**config.mk**
```make
export PLATFORM = sky130hd
export DESIGN_NAME = cps_regs
export DESIGN_NICKNAME = d
export VERILOG_FILES = /design/src/core/cps_pkg.sv /design/src/core/cps_regs.sv /design/src/core/cps_pin_cell.sv
export VERILOG_INCLUDE_DIRS = /design/src /design/src/core
export SDC_FILE = /design/constraint.sdc
export NUM_CORES = 1
export LEC_CHECK = 0
export BUFFER_PORTS_ARGS = -buffer_cell sky130_fd_sc_hd__buf_2
export CORE_MARGIN = 5
export CORE_UTILIZATION = 40
export DETAILED_ROUTE_END_ITERATION = 8
export PLACE_DENSITY_LB_ADDON = 0.05
export SETUP_SLACK_MARGIN = 0.5
export SYNTH_ARGS = -nofsm -noshare
export SYNTH_HDL_FRONTEND = slang
export SYNTH_HIERARCHICAL = 1
export SYNTH_SLANG_ARGS = --single-unit
```
**constraint.sdc**
```tcl
create_clock -name sys_clk -period 5.6 [get_ports sys_clk]
set_input_delay 1.12 -clock sys_clk [delete_from_list [all_inputs] [get_ports sys_clk]]
set_output_delay 1.12 -clock sys_clk [all_outputs]
set_load 0.005 [all_outputs]
```
**src/core/cps_params.svh**
```systemverilog
// Constants for the channel pin, I/O and scan configuration register bank.
// Assumes an 8-bit register port with an 8-bit address.
`ifndef CPS_PARAMS_SVH
`define CPS_PARAMS_SVH

// ==========================================================
// Register offsets
`define CPS_OFS_FUNCTION 8'h05
`define CPS_OFS_DIRECTION 8'h07
`define CPS_OFS_DRIVE 8'h09
`define CPS_OFS_OUT_LEVEL 8'h0b
`define CPS_OFS_IN_LEVEL 8'h0d
`define CPS_OFS_SCAN_CTRL 8'h10
`define CPS_OFS_MANUAL_SEL 8'h11
`define CPS_OFS_SCAN_MASK 8'h12

// ==========================================================
// Field positions and widths
`define CPS_GO_BIT 4
`define CPS_MODE_MSB 1
`define CPS_MODE_LSB 0
`define CPS_CHID_MSB 3
`define CPS_CHID_LSB 0

// ==========================================================
// Reset values
`define CPS_RST_BYTE 8'h00
`define CPS_RST_MODE 2'h0
`define CPS_RST_CHID 4'h0

`endif

```
**src/core/cps_pkg.sv**
```systemverilog
// Types for the channel pin, I/O and scan configuration register bank.
// Assumes nothing beyond a SystemVerilog compiler.
package cps_pkg;

   // Scan mode field encodings; codes 2 and 3 are reserved
   typedef enum logic [1:0] {
      CPS_MODE_MANUAL = 2'h0,
      CPS_MODE_AUTO = 2'h1,
      CPS_MODE_RSVD2 = 2'h2,
      CPS_MODE_RSVD3 = 2'h3
   } cps_mode_t;

   // Sequencer states
   typedef enum logic [1:0] {
      CPS_SEQ_IDLE = 2'h0,
      CPS_SEQ_RUN = 2'h1
   } cps_seq_state_t;

endpackage

```
**src/core/cps_regs.sv**
```systemverilog
// Register bank for channel function, I/O pin control and scan sequencing.
// Assumes a simple synchronous register port driven by the serial interface
// logic, and a conversion engine that pulses conv_done per conversion.
// Pin levels on pad_in are taken as already synchronous to sys_clk.
//
// Summary of operation
// RULE_01: A one in the channel function register makes that pin an I/O, a zero an analog input.
// RULE_02: A one in the direction register makes that I/O an output, a zero an input.
// RULE_03: A one in the drive register makes that output push-pull, a zero open-drain.
// RULE_04: Each I/O output drives the level held in its output level bit.
// RULE_05: The input level register is read-only and reports the level seen on each I/O pin.
// RULE_06: Writing go as one starts an ascending scan of enabled channels, writing zero stops it.
// RULE_07: The go control acts only while the scan mode field holds auto.
// RULE_08: Scan mode zero is manual, one is auto, two and three are reserved.
// RULE_09: In manual mode the channel id field picks channels zero to seven, higher codes reserved.
// RULE_10: The host must not pick in manual mode a channel that is set as an I/O.
// RULE_11: Reserved bits of the scan control and channel select registers read zero.
// RULE_12: Every configuration register resets to zero.
// RULE_13: An eight-bit mask picks which channels the auto scan visits.
// RULE_14: Direction, drive and level reach a pin only while it is an I/O.
`timescale 1ns/1ns
`default_nettype none
`include "cps_params.svh"

module cps_regs #(
   parameter int NUM_CH = 8
) (
   input wire logic sys_clk,
   input wire logic resetn,
   input wire logic [7:0] reg_addr,
   input wire logic reg_wr,
   input wire logic [7:0] reg_wdata,
   input wire logic reg_rd,
   output logic [7:0] reg_rdata,
   output logic reg_rvalid,
   input wire logic conv_done,
   output logic [3:0] conv_channel,
   output logic conv_channel_valid,
   output logic seq_running,
   input wire logic [NUM_CH-1:0] pad_in,
   output logic [NUM_CH-1:0] pad_out,
   output logic [NUM_CH-1:0] pad_oe
);

   // ==========================================================
   // Stored configuration
   logic [NUM_CH-1:0] channel_function_select;
   logic [NUM_CH-1:0] io_direction_select;
   logic [NUM_CH-1:0] output_drive_type;
   logic [NUM_CH-1:0] output_level_set;
   logic [NUM_CH-1:0] input_level_readback;
   logic [NUM_CH-1:0] scan_enable_mask;
   logic sequence_go;
   cps_pkg::cps_mode_t scan_mode;
   logic [3:0] manual_channel_id;
   // Sequencer state and channel pointers
   cps_pkg::cps_seq_state_t seq_state;
   logic [3:0] seq_channel;
   logic [3:0] next_seq_channel;
   logic [3:0] first_channel;
   logic auto_armed;
   logic go_write;
   logic [7:0] next_rdata;

   // Decoded write strobes
   // Called only from clocked processes, which re-read the bus at every edge
   function automatic logic wr_hit(input logic [7:0] ofs);
      wr_hit = reg_wr && (reg_addr == ofs);
   endfunction

   // ==========================================================
   // Pin configuration registers
   // One process per register keeps each write decode on its own
   // Channel function: a set bit hands the pin to the I/O logic
   always_ff @(posedge sys_clk or negedge resetn) begin
      if (!resetn) begin
         channel_function_select <= NUM_CH'(`CPS_RST_BYTE); // see RULE_12
      end else if (wr_hit(`CPS_OFS_FUNCTION)) begin
         channel_function_select <= reg_wdata[NUM_CH-1:0]; // see RULE_01
      end
   end

   // Direction: a set bit turns the I/O into an output
   always_ff @(posedge sys_clk or negedge resetn) begin
      if (!resetn) begin
         io_direction_select <= NUM_CH'(`CPS_RST_BYTE); // see RULE_12
      end else if (wr_hit(`CPS_OFS_DIRECTION)) begin
         io_direction_select <= reg_wdata[NUM_CH-1:0]; // see RULE_02
      end
   end

   // Drive type: a set bit picks push-pull over open-drain
   always_ff @(posedge sys_clk or negedge resetn) begin
      if (!resetn) begin
         output_drive_type <= NUM_CH'(`CPS_RST_BYTE); // see RULE_12
      end else if (wr_hit(`CPS_OFS_DRIVE)) begin
         output_drive_type <= reg_wdata[NUM_CH-1:0]; // see RULE_03
      end
   end

   // Output level: only reaches the pad on an output I/O
   always_ff @(posedge sys_clk or negedge resetn) begin
      if (!resetn) begin
         output_level_set <= NUM_CH'(`CPS_RST_BYTE); // see RULE_12
      end else if (wr_hit(`CPS_OFS_OUT_LEVEL)) begin
         output_level_set <= reg_wdata[NUM_CH-1:0]; // see RULE_04
      end
   end

   // Scan mask: a set bit puts the channel into the auto scan
   always_ff @(posedge sys_clk or negedge resetn) begin
      if (!resetn) begin
         scan_enable_mask <= NUM_CH'(`CPS_RST_BYTE); // see RULE_12
      end else if (wr_hit(`CPS_OFS_SCAN_MASK)) begin
         scan_enable_mask <= reg_wdata[NUM_CH-1:0]; // see RULE_13
      end
   end

   // ==========================================================
   // Scan control and manual channel select
   // Only the defined fields are stored, so reserved bits cannot hold data
   // Scan control: go and mode always arrive together in one byte
   always_ff @(posedge sys_clk or negedge resetn) begin
      if (!resetn) begin
         sequence_go <= 1'b0; // see RULE_12
         scan_mode <= cps_pkg::cps_mode_t'(`CPS_RST_MODE);
      end else if (wr_hit(`CPS_OFS_SCAN_CTRL)) begin
         sequence_go <= reg_wdata[`CPS_GO_BIT]; // see RULE_06
         scan_mode <= cps_pkg::cps_mode_t'(reg_wdata[`CPS_MODE_MSB:`CPS_MODE_LSB]); // see RULE_08
      end
   end

   // Manual channel id: reserved codes are kept and marked invalid later
   always_ff @(posedge sys_clk or negedge resetn) begin
      if (!resetn) begin
         manual_channel_id <= `CPS_RST_CHID; // see RULE_12
      end else if (wr_hit(`CPS_OFS_MANUAL_SEL)) begin
         manual_channel_id <= reg_wdata[`CPS_CHID_MSB:`CPS_CHID_LSB]; // see RULE_09
      end
   end

   // ==========================================================
   // Channel search helpers
   // Lowest enabled channel strictly above cur, else wrap to lowest enabled
   // Plain priority search over a few bits, small enough to stay combinational
   function automatic logic [3:0] next_enabled(input logic [NUM_CH-1:0] mask,
                                               input logic [3:0] cur);
      logic [3:0] low;
      logic [3:0] above;
      logic found_low;
      logic found_above;
      low = 4'h0;
      above = 4'h0;
      found_low = 1'b0;
      found_above = 1'b0;
      for (int i = 0; i < NUM_CH; i++) begin
         if (mask[i] && !found_low) begin
            low = 4'(i);
            found_low = 1'b1;
         end
         if (mask[i] && !found_above && (4'(i) > cur)) begin
            above = 4'(i);
            found_above = 1'b1;
         end
      end
      next_enabled = found_above ? above : low;
   endfunction

   assign first_channel = next_enabled(scan_enable_mask, 4'hf);
   assign next_seq_channel = next_enabled(scan_enable_mask, seq_channel);
   // Go only counts in auto mode and with at least one channel enabled
   assign auto_armed = sequence_go && (scan_mode == cps_pkg::CPS_MODE_AUTO)
                       && (scan_enable_mask != '0); // see RULE_07
   // Decoded in the open: a function call in a continuous assignment
   // would not wake up when reg_wr or reg_addr change
   assign go_write = reg_wr && (reg_addr == `CPS_OFS_SCAN_CTRL) && reg_wdata[`CPS_GO_BIT];

   // ==========================================================
   // Auto sequencer
   // A fresh go write restarts from the lowest channel, even mid-scan
   // Limitation: a new mask only shows at the next conv_done, but a
   // cleared mask stops the scan at once
   always_ff @(posedge sys_clk or negedge resetn) begin
      if (!resetn) begin
         seq_state <= cps_pkg::CPS_SEQ_IDLE;
         seq_channel <= 4'h0;
      end else begin
         unique case (seq_state)
            cps_pkg::CPS_SEQ_IDLE: begin
               if (auto_armed) begin
                  seq_state <= cps_pkg::CPS_SEQ_RUN; // see RULE_06
                  seq_channel <= first_channel;
               end
            end
            cps_pkg::CPS_SEQ_RUN: begin
               if (!auto_armed) begin
                  seq_state <= cps_pkg::CPS_SEQ_IDLE; // see RULE_06
               end else if (go_write) begin
                  seq_channel <= first_channel;
               end else if (conv_done) begin
                  seq_channel <= next_seq_channel; // see RULE_13
               end
            end
            default: begin
               seq_state <= cps_pkg::CPS_SEQ_IDLE;
            end
         endcase
      end
   end

   // ==========================================================
   // Channel handed to the converter
   // Reserved modes and reserved channel codes give no valid channel;
   // an I/O channel picked in manual mode is the host's problem
   always_ff @(posedge sys_clk or negedge resetn) begin
      if (!resetn) begin
         conv_channel <= 4'h0;
         conv_channel_valid <= 1'b0;
      end else begin
         if (scan_mode == cps_pkg::CPS_MODE_MANUAL) begin
            conv_channel <= manual_channel_id; // see RULE_09
            conv_channel_valid <= (manual_channel_id < 4'(NUM_CH)); // see RULE_09
         end else if (scan_mode == cps_pkg::CPS_MODE_AUTO) begin
            conv_channel <= seq_channel; // see RULE_08
            conv_channel_valid <= (seq_state == cps_pkg::CPS_SEQ_RUN);
         end else begin
            conv_channel <= 4'h0;
            conv_channel_valid <= 1'b0;
         end
      end
   end

   // Running flag follows the state but drops with the mode at once, so it
   // never stands while the channel output is already marked invalid
   always_ff @(posedge sys_clk or negedge resetn) begin
      if (!resetn) begin
         seq_running <= 1'b0;
      end else begin
         seq_running <= (seq_state == cps_pkg::CPS_SEQ_RUN)
                        && (scan_mode == cps_pkg::CPS_MODE_AUTO); // see RULE_07
      end
   end

   // ==========================================================
   // Pin cells
   // Each cell registers its own pad outputs so they leave from flops
   for (genvar g = 0; g < NUM_CH; g++) begin : g_pin
      cps_pin_cell u_cell (
         .sys_clk(sys_clk),
         .resetn(resetn),
         .is_io(channel_function_select[g]),
         .is_output(io_direction_select[g]),
         .push_pull(output_drive_type[g]),
         .level(output_level_set[g]),
         .pad_in(pad_in[g]),
         .pad_out(pad_out[g]),
         .pad_oe(pad_oe[g]),
         .sensed(input_level_readback[g])
      );
   end

   // ==========================================================
   // Read mux
   // Unmapped offsets and reserved bits read as zero
   // A read in the same cycle as a write returns the old value
   always_comb begin
      next_rdata = 8'h00;
      unique case (reg_addr)
         `CPS_OFS_FUNCTION: next_rdata[NUM_CH-1:0] = channel_function_select;
         `CPS_OFS_DIRECTION: next_rdata[NUM_CH-1:0] = io_direction_select;
         `CPS_OFS_DRIVE: next_rdata[NUM_CH-1:0] = output_drive_type;
         `CPS_OFS_OUT_LEVEL: next_rdata[NUM_CH-1:0] = output_level_set;
         `CPS_OFS_IN_LEVEL: next_rdata[NUM_CH-1:0] = input_level_readback; // see RULE_05
         `CPS_OFS_SCAN_CTRL: begin
            next_rdata[`CPS_GO_BIT] = sequence_go; // see RULE_11
            next_rdata[`CPS_MODE_MSB:`CPS_MODE_LSB] = scan_mode;
         end
         `CPS_OFS_MANUAL_SEL: next_rdata[`CPS_CHID_MSB:`CPS_CHID_LSB] = manual_channel_id; // see RULE_11
         `CPS_OFS_SCAN_MASK: next_rdata[NUM_CH-1:0] = scan_enable_mask;
         default: next_rdata = 8'h00;
      endcase
   end

   // Read data is registered so the serial side sees a stable byte;
   // it holds the last answer until the next read
   always_ff @(posedge sys_clk or negedge resetn) begin
      if (!resetn) begin
         reg_rdata <= 8'h00;
      end else if (reg_rd) begin
         reg_rdata <= next_rdata; // see RULE_05
      end
   end

   // Answer strobe: exactly one cycle after each read strobe
   always_ff @(posedge sys_clk or negedge resetn) begin
      if (!resetn) begin
         reg_rvalid <= 1'b0;
      end else begin
         reg_rvalid <= reg_rd;
      end
   end

endmodule // cps_regs

`default_nettype wire

```
**src/core/cps_pin_cell.sv**
```systemverilog
// One channel pin: turns the function, direction, drive and level bits
// into registered pad output and output enable, and samples the pad input.
// Assumes the pad input is synchronous to sys_clk.
`timescale 1ns/1ns
`default_nettype none

module cps_pin_cell (
   input wire logic sys_clk,
   input wire logic resetn,
   input wire logic is_io,
   input wire logic is_output,
   input wire logic push_pull,
   input wire logic level,
   input wire logic pad_in,
   output logic pad_out,
   output logic pad_oe,
   output logic sensed
);

   logic drive_on;

   // ==========================================================
   // Output stage
   // Settings only reach the pin while the channel is an I/O
   assign drive_on = is_io & is_output; // see RULE_14

   // Open-drain only pulls low; push-pull drives both levels;
   // an undriven pin never shows a high level on pad_out
   always_ff @(posedge sys_clk or negedge resetn) begin
      if (!resetn) begin
         pad_out <= 1'b0;
         pad_oe <= 1'b0;
      end else begin
         pad_out <= drive_on & push_pull & level; // see RULE_03
         pad_oe <= drive_on & (push_pull | ~level); // see RULE_04
      end
   end

   // ==========================================================
   // Input readback
   // Analog channels read zero so stray analog levels are not reported
   always_ff @(posedge sys_clk or negedge resetn) begin
      if (!resetn) begin
         sensed <= 1'b0;
      end else begin
         sensed <= is_io & pad_in; // see RULE_05
      end
   end

endmodule // cps_pin_cell

`default_nettype wire

```
==> results of run 1 <==
-- state kept, by name, summed over array words and instances, names as in the netlist --
| register | count |
|---|---|
| seq_running | 1 |
| channel_function_select | 8 |
| g_pin.u_cell/sensed | 8 |
| reg_rvalid | 1 |
| scan_mode | 2 |
| output_drive_type | 8 |
| output_level_set | 8 |
| seq_channel | 3 |
| sequence_go | 1 |
| conv_channel | 4 |
| g_pin.u_cell/pad_oe | 8 |
| conv_channel_valid | 1 |
| g_pin.u_cell/pad_out | 8 |
| seq_state | 1 |
| scan_enable_mask | 8 |
| reg_rdata | 8 |
| manual_channel_id | 4 |
| io_direction_select | 8 |
-- critical path, cell delays in order --
cell and delay (ns):
buf_2 0.47, nor2b_1 0.15, and4b_1 0.31, a21o_2 0.28, o21ai_0 0.31, nand2_1 0.11
o41ai_2 0.06
-- placed cells by master (no fill, tap or decap), types with 2 or more instances in the layout --
cell type,netlist,routed
clkbuf_8,0,9
buf_2,4,58
and2_2,8,8
inv_6,0,2
a221oi_1,4,4
a21oi_2,9,9
nand2_1,28,28
a31oi_1,7,7
ha_1,2,2
o21ai_0,9,9
nand2b_1,2,2
nand4_1,2,2
bufinv_16,0,3
nor3_4,2,2
mux2_2,47,47
a21oi_1,14,14
nand3_1,2,2
nand2_2,8,8
buf_4,2,2
nor3b_1,3,3
nand3_4,2,2
nor2_2,8,8
and3_1,2,2
a22oi_1,2,2
nor2_1,20,20
a41oi_1,3,3
mux2i_1,14,14
nor3_1,2,2
o32ai_1,2,2
nor2b_1,6,6
a211oi_1,2,2
clkinv_4,0,2
dfrtp_1,90,90
o22ai_1,4,4
inv_1,13,13
nor3b_2,2,2
a21o_1,2,2
-- power breakdown --
part           switching [mW]  total, mW  internal (mW)
logic                   0.102      0.180         0.0785
registers              0.0614      0.750          0.689
clock network           0.243      0.544          0.301
-- path summary, 6_finish.rpt --
kind | from | endpoint | depth (start not counted)
min in group asynchronous | resetn | seq_channel[1] | 1
max in group asynchronous | resetn | g_pin[2].u_cell/pad_oe | 2
max | reg_addr[1] | seq_channel[1] | 7
max reg2reg | scan_enable_mask[3] | seq_channel[1] | 8
min reg2reg | output_level_set[6] | g_pin[6].u_cell/pad_oe | 1
min | output_level_set[6] | g_pin[6].u_cell/pad_oe | 1
-- layer usage --
metal	GRT usage	up-vias	share of wire	routed length, microns
li1	-	1379	-	-
met1	0.2331	1406	0.47	4527
met2	0.2578	62	0.48	4708
met3	0.03478	7	0.039	377
met4	0.04407	0	0.010	100
met5	0	-	0	0
-- cell type report --
| cell class | instances | area, sq um | area share |
|---|---|---|---|
| Clock buffer | 9 | 123.9 | 0.02566 |
| Clock inverter | 7 | 125.1 | 0.02592 |
| Inverter | 13 | 48.80 | 0.01011 |
| Multi-Input combinational cell | 237 | 1802 | 0.3733 |
| Sequential cell | 90 | 2252 | 0.4666 |
| Tap cell | 136 | 170.2 | 0.03525 |
| Timing Repair Buffer | 60 | 305.3 | 0.06325 |
-- cell families after synthesis --
family / synth area share
mux: 0.1610
flops: 0.5418
simple gates: 0.1511
buf+inv: 0.02468
xor+xnor: 0.002108
compound gates: 0.1132
fa+ha+maj: 0.006020
-- stage by stage --
stage          instance area, sq um    util  hold slack (ns)
5_1_grt                        4827  0.4718           0.5275
3_5_place_dp                   4578  0.4475           0.4920
6_report                       4827  0.4718           0.5119
4_1_cts                        4827  0.4718           0.5108
3_3_place_gp                   4578  0.4475           0.4995
2_1_floorplan                  4156       -           0.4675
==> flow_metrics.tcl, run 1 <==
set metrics [dict create \
    globalplace.congestion 0.8076 \
    cp.required_ns 5.87 \
    drt_wl_total_mm 9.714 \
    area_growth_pct 16.13 \
    grt_antenna_before_repair 0 \
    row_count 37 \
    drt-initial-drc-count 115 \
    yosysTopAreaCellShare 0.5418 \
    die_x_microns 111.9 \
    cts_hold_buffers 0 \
    rsz0062_at_grt "no" \
    via_count 2854 \
    ir_drop_mv 0.1210 \
    post_cts_buffers 0 \
    dp_cells 536 \
    clock-root-buffer "clkbuf_8" \
    cts_tree "yes" \
    synth_edf_count 0 \
    setup_viol 0 \
    synth-seq-area-share 0.5418 \
    first_pass_iters 4 \
    vias_per_cell 5.170 \
    fin_nets 442 \
    diodes 0 \
    grt_max_degree 71 \
    powerDensity_nw_per_um2 305.4 \
    die-area_sq_um 12530 \
    min_period_over_period 0.4568 \
    ant_nets 0 \
    path_class "primary input to register" \
    synthCells 351 \
    synthTopCellsByArea "dfrtp_1 (54%), mux2_2 (13%), mux2i_1 (3.4%)" \
    clk_path_buf_depth 2 \
    crit_path_end_kind "register" \
    grt_pass1_wl_mm 16.18 \
    ctsResizeCount 0 \
    hold_path_class "register to register" \
    reg2reg_slack_ns 3.29 \
    p_total_mw 1.474 \
    synthDistinctLibCells 53 \
    layout_setup_ws_ns 3.042 \
    fin_crit_ns 2.558 \
    synth_top_cell_by_area "dfrtp_1" \
    finalNonFillerCells 552 \
    cts.clk_slew.worst_paths_ns 0.10 \
    slew_violations 0 \
    port_buffers 59 \
    htree_num_levels 3 \
    syn_avg_cell_area_sq_um 11.84 \
    ios 60 \
    max_slew_margin 0.4197 \
    drc 0 \
    avgRoutedWirePerCell_microns 17.60 \
    core_sq_um 10230 \
    synthArstFlopShare 1.000 \
    netlist_area_sq_um 4156 \
    drive_gt1_frac 0.4014 \
    grt_pass1_vias 2930 \
    ys.flop_type "dfrtp_1" \
    synth_common_cells "dfrtp_1 (90), mux2_2 (47), nand2_1 (28)" \
    max_freq_mhz 390.9 \
    tightest_slew_ns 0.8704 \
    arrival_ns 2.82 \
    yosysMostFrequentCell "dfrtp_1" \
    start_util 0.4063 \
    cts_num_sinks 90 \
    clk_latency_ns 0.36 \
    numCtsBuffers 9 \
    die_height_microns 111.9 \
    start_kind "primary input" \
    hpwl_mm 6.990 \
    pre_cts_ws_ns 2.681 \
    maxCapViolCount 0 \
    fin_skew_ns 0.01157 \
    hold_violations 0 \
    tns_ns 0 \
    ys_warn_count 6 \
    grt.total_usage 0.1646 \
    n_fill_cell 978 \
    synth.net_count 382 \
    status "completed" \
    p_leak_nw 2.286 \
    cp_max_fo 23 \
    gr-total-overflow 0 \
    synth_seq_cells 90 \
]
Note: power is estimated with default switching activity, not from simulation.
==> inputs of run 2 (changes only) <==
==> constraint.sdc (replaced) <==
create_clock -name sys_clk -period 2.62 [get_ports sys_clk]
set_input_delay 0.524 -clock sys_clk [delete_from_list [all_inputs] [get_ports sys_clk]]
set_output_delay 0.524 -clock sys_clk [all_outputs]
set_load 0.005 [all_outputs]
==> flow_metrics.tcl, run 2 (same netlist as run 1, synthesis figures left out) <==
set metrics [dict create \
    cts_num_sinks 90 \
    path_class "register to register" \
    p_leak_nw 2.310 \
    htree_num_levels 3 \
    globalplace.congestion 0.8858 \
    hold_violations 0 \
    area_growth_pct 17.28 \
    r2r-end "seq_channel[1]" \
    drive_gt1_frac 0.4137 \
    grt_pass1_wl_mm 16.53 \
    max_stage_delay_ns 0.44 \
    cp.required_ns 2.88 \
    arrival_ns 2.18 \
    slew_violations 0 \
    die_height_microns 111.9 \
    fin_nets 449 \
    hold_path_class "primary input to async pin" \
    diodes 0 \
    tightest_slew_ns 0.5659 \
    clk_path_buf_depth 2 \
    powerDensity_nw_per_um2 625.3 \
    timing.rr.start "scan_enable_mask[4]" \
    p_total_mw 3.048 \
    fin_skew_ns 0.009703 \
    final_cell_mix "dfrtp_1 (90), buf_2 (58), mux2_2 (47)" \
    reg2reg_slack_ns 0.70 \
    setup_viol 0 \
    numCtsBuffers 9 \
    cts.clk_slew.worst_paths_ns 0.09 \
    core_sq_um 10230 \
    die-area_sq_um 12530 \
    clock-root-buffer "clkbuf_8" \
    gr-total-overflow 0 \
    drc 0 \
    vias_per_cell 5.249 \
    worstSetupStartpoint "scan_enable_mask[4]" \
    start_kind "register" \
    ff2ff_path_depth 8 \
    post_dp_cell_area_sq_um 4643 \
    maxCapViolCount 0 \
    crit_end "seq_channel[1]" \
    critical_path_buf_inv_count 0 \
    drt_wl_total_mm 9.870 \
    cp_slowest_cell "dfrtp_1" \
    via_count 2934 \
    rsz0062_at_grt "no" \
    avgRoutedWirePerCell_microns 17.66 \
    port_buffers 59 \
    design_area_sq_um 4875 \
    ir_drop_mv 0.3082 \
    crit_path_end_kind "register" \
    critPathTopFamily "simple AND/OR/NAND/NOR gates" \
    mostFrequentLayoutCell "dfrtp_1" \
    cp_max_fo 5 \
    pre_cts_ws_ns 0.4391 \
    cts_tree "yes" \
    fin_crit_ns 1.921 \
    start_util 0.4063 \
    drt-initial-drc-count 110 \
    first_pass_iters 4 \
    max_slew_margin 0.6228 \
    grt.total_usage 0.1666 \
    grt_antenna_before_repair 0 \
    hpwl_mm 7.074 \
    max_freq_mhz 520.7 \
    ios 60 \
    status "completed" \
    cp.depth 8 \
    clk_latency_ns 0.36 \
    layout_setup_ws_ns 0.6993 \
    row_count 37 \
    post_cts_buffers 0 \
    tns_ns 0 \
    grt_max_degree 44 \
    grt_pass1_vias 3009 \
    min_period_over_period 0.7331 \
    ant_nets 0 \
    die_x_microns 111.9 \
    crit_path_cell_trace "or2_1 > nand2b_1 > o311ai_2 > ha_1 > nor2_1 > o21ai_0 > nand2_1 > o41ai_2" \
]
run 2: per-layer routing:
layer / wire length, microns / global-route usage / vias to the layer above
met3: 353 / 0.03207 / 12
met5: 0 / 0 / -
met1: 4813 / 0.2420 / 1471
met4: 150 / 0.04647 / 0
li1: - / - / 1388
met2: 4553 / 0.2554 / 63
run 2: layout make-up:
class	instances	area, sq um
clock buffers	10	127.6
clock inverters	6	90.09
fillers	949	5356
inverters	13	48.80
multi-input cells	237	1815
flip-flops and latches	90	2252
well taps	136	170.2
repair buffers	67	370.4
run 2: what timing repair did:
item,CTS,global route
endpoints found under the setup margin,0,4
hold buffers,0,0
gates resized for setup,0,3
run 2: power by group:
part	internal [mW]	switching, mW	leakage, nW
clock network	0.542	0.516	0.107
registers	1.47	0.125	1.22
logic	0.174	0.219	0.979
total	2.19	0.861	2.31
run 2: stage by stage:
| step | util | hold WS [ns] | instances |
|---|---|---|---|
| after floorplan | - | 0.2284 | 351 |
| after global placement | 0.4538 | 0.5097 | 543 |
| after detailed placement | 0.4538 | 0.5035 | 543 |
| after CTS | 0.4751 | 0.1588 | 559 |
| after global routing | 0.4765 | 0.1886 | 559 |
| final | 0.4765 | 0.1495 | 559 |
run 2: worst min path at each step:
stage | startpoint | endpoint | slack (ns) | cells after the start
finish | resetn | g_pin[4].u_cell/pad_out | 0.15 | 1
global route | resetn | g_pin[4].u_cell/pad_out | 0.19 | 1
CTS | resetn | g_pin[4].u_cell/pad_out | 0.16 | 1
detailed placement | output_level_set[3] | g_pin[3].u_cell/pad_oe | 0.50 | 1
global placement | output_level_set[0] | g_pin[0].u_cell/pad_oe | 0.51 | 1
floorplan | resetn | channel_function_select[0] | 0.23 | 0
==> inputs of run 3 (changes only) <==
==> constraint.sdc (replaced) <==
create_clock -name sys_clk -period 1.9 [get_ports sys_clk]
set_input_delay 0.38 -clock sys_clk [delete_from_list [all_inputs] [get_ports sys_clk]]
set_output_delay 0.38 -clock sys_clk [all_outputs]
set_load 0.005 [all_outputs]
==> flow_metrics.tcl, run 3 (same netlist as run 1, synthesis figures left out) <==
set metrics [dict create \
    status "completed" \
    hold_path_class "primary input to async pin" \
    grt_max_degree 91 \
    cts_hold_buffers 0 \
    fin_crit_ns 1.805 \
    via_count 3096 \
    gr-total-overflow 0 \
    numCtsBuffers 9 \
    start_kind "register" \
    powerDensity_nw_per_um2 827.0 \
    slew_violations 0 \
    core_sq_um 10230 \
    fin_nets 485 \
    crit_end "seq_channel[1]" \
    ff2ff_path_depth 6 \
    row_count 37 \
    fin_skew_ns 0.01021 \
    grt.total_usage 0.1764 \
    path_class "register to register" \
    area_growth_pct 29.83 \
    r2r-end "seq_channel[1]" \
    timing.rr.start "scan_enable_mask[4]" \
    cts.clk_slew.worst_paths_ns 0.09 \
    setup_viol 0 \
    drt-initial-drc-count 160 \
    maxCapViolCount 0 \
    ant_nets 0 \
    die_height_microns 111.9 \
    vias_per_cell 5.203 \
    globalplace.congestion 0.8396 \
    layout_setup_ws_ns 0.09494 \
    critPathTopFamily "compound AO/OA/AOI/OAI gates" \
    clk_path_buf_depth 2 \
    ir_drop_mv 0.4299 \
    clock-root-buffer "clkbuf_8" \
    port_buffers 59 \
    clk_latency_ns 0.38 \
    mostFrequentLayoutCell "dfrtp_1" \
    tightest_slew_ns 0.5101 \
    final_cell_mix "dfrtp_1 (90), buf_2 (57), buf_4 (40)" \
    arrival_ns 2.07 \
    cts_num_sinks 90 \
    post-route-util 0.5275 \
    cp_max_fo 3 \
    grt_pass1_wl_mm 17.04 \
    ios 60 \
    drt_wl_total_mm 10.46 \
    max_stage_delay_ns 0.39 \
    hpwl_mm 7.325 \
    grt_pass1_vias 3205 \
    crit_path_cell_trace "or2_4 > a21o_1 > o21ai_0 > a21o_1 > a21oi_1 > o41ai_2" \
    rsz0062_at_grt "yes" \
    hold_violations 0 \
    start_util 0.4063 \
    path_common_cell "a21o_1" \
    die-area_sq_um 12530 \
    tns_ns 0 \
    drc 0 \
    cp.required_ns 2.17 \
    first_pass_iters 4 \
    max_slew_margin 0.6599 \
    crit_path_end_kind "register" \
    cts_tree "yes" \
    drive_gt1_frac 0.5207 \
    max_freq_mhz 554.0 \
    pre_cts_ws_ns 0.06617 \
    htree_num_levels 3 \
    grt_antenna_before_repair 0 \
    cp_slowest_cell "dfrtp_1" \
    reg2reg_slack_ns 0.09 \
    avgRoutedWirePerCell_microns 17.58 \
    min_period_over_period 0.9500 \
    diodes 0 \
    worstSetupStartpoint "scan_enable_mask[4]" \
    cp.depth 6 \
    p_leak_nw 2.570 \
    critical_path_buf_inv_count 0 \
    die_x_microns 111.9 \
]
-- run 3: layout make-up --
class | count | area [sq um]
well taps | 136 | 170.2
clock buffers | 11 | 141.4
inverters | 13 | 48.80
repair buffers | 103 | 670.6
clock inverters | 5 | 85.08
multi-input cells | 237 | 2028
fillers | 907 | 4835
flip-flops and latches | 90 | 2252
-- run 3: stage by stage --
stage	std cells	hold WS, ns	instance area [sq um]	total power, mW
floorplan	351	0.08441	4300	2.604
global placement	568	0.4664	4974	2.905
detailed placement	568	0.4663	4974	2.916
CTS	590	0.04782	5305	4.479
global route	595	0.06276	5396	4.710
finish	595	0.01373	5396	4.463
-- run 3: what timing repair did --
action | CTS | global route
resized for setup | 11 | 12
setup endpoints to repair | 16 | 33
endpoints found under the hold margin | 0 | 0
setup buffers | 6 | 5
pin swaps | 6 | 12
-- run 3: per-layer routing --
metal  vias up  share of wire  GRT usage
met5         -              0          0
met4         0          0.015    0.05849
met3        14          0.045    0.05543
met2        67           0.48     0.2734
met1      1550           0.46     0.2360
li1       1465              -          -
-- run 3: where the power goes --
group	switching [mW]	leakage (nW)	internal [mW]	total [mW]
combinational	0.425	1.23	0.382	0.807
clock	0.706	0.111	0.787	1.49
sequential	0.133	1.22	2.03	2.16
total	1.26	2.57	3.20	4.46
-- run 3: how the worst min path moves through the flow --
stage	to	slack, ns	depth (start not counted)	start
finish	g_pin[0].u_cell/pad_oe	0.01	2	resetn
global route	output_level_set[5]	0.06	2	resetn
CTS	scan_mode[0]	0.05	2	resetn
detailed placement	g_pin[0].u_cell/pad_oe	0.47	2	resetn
global placement	g_pin[0].u_cell/pad_out	0.47	2	resetn
floorplan	channel_function_select[0]	0.08	0	resetn
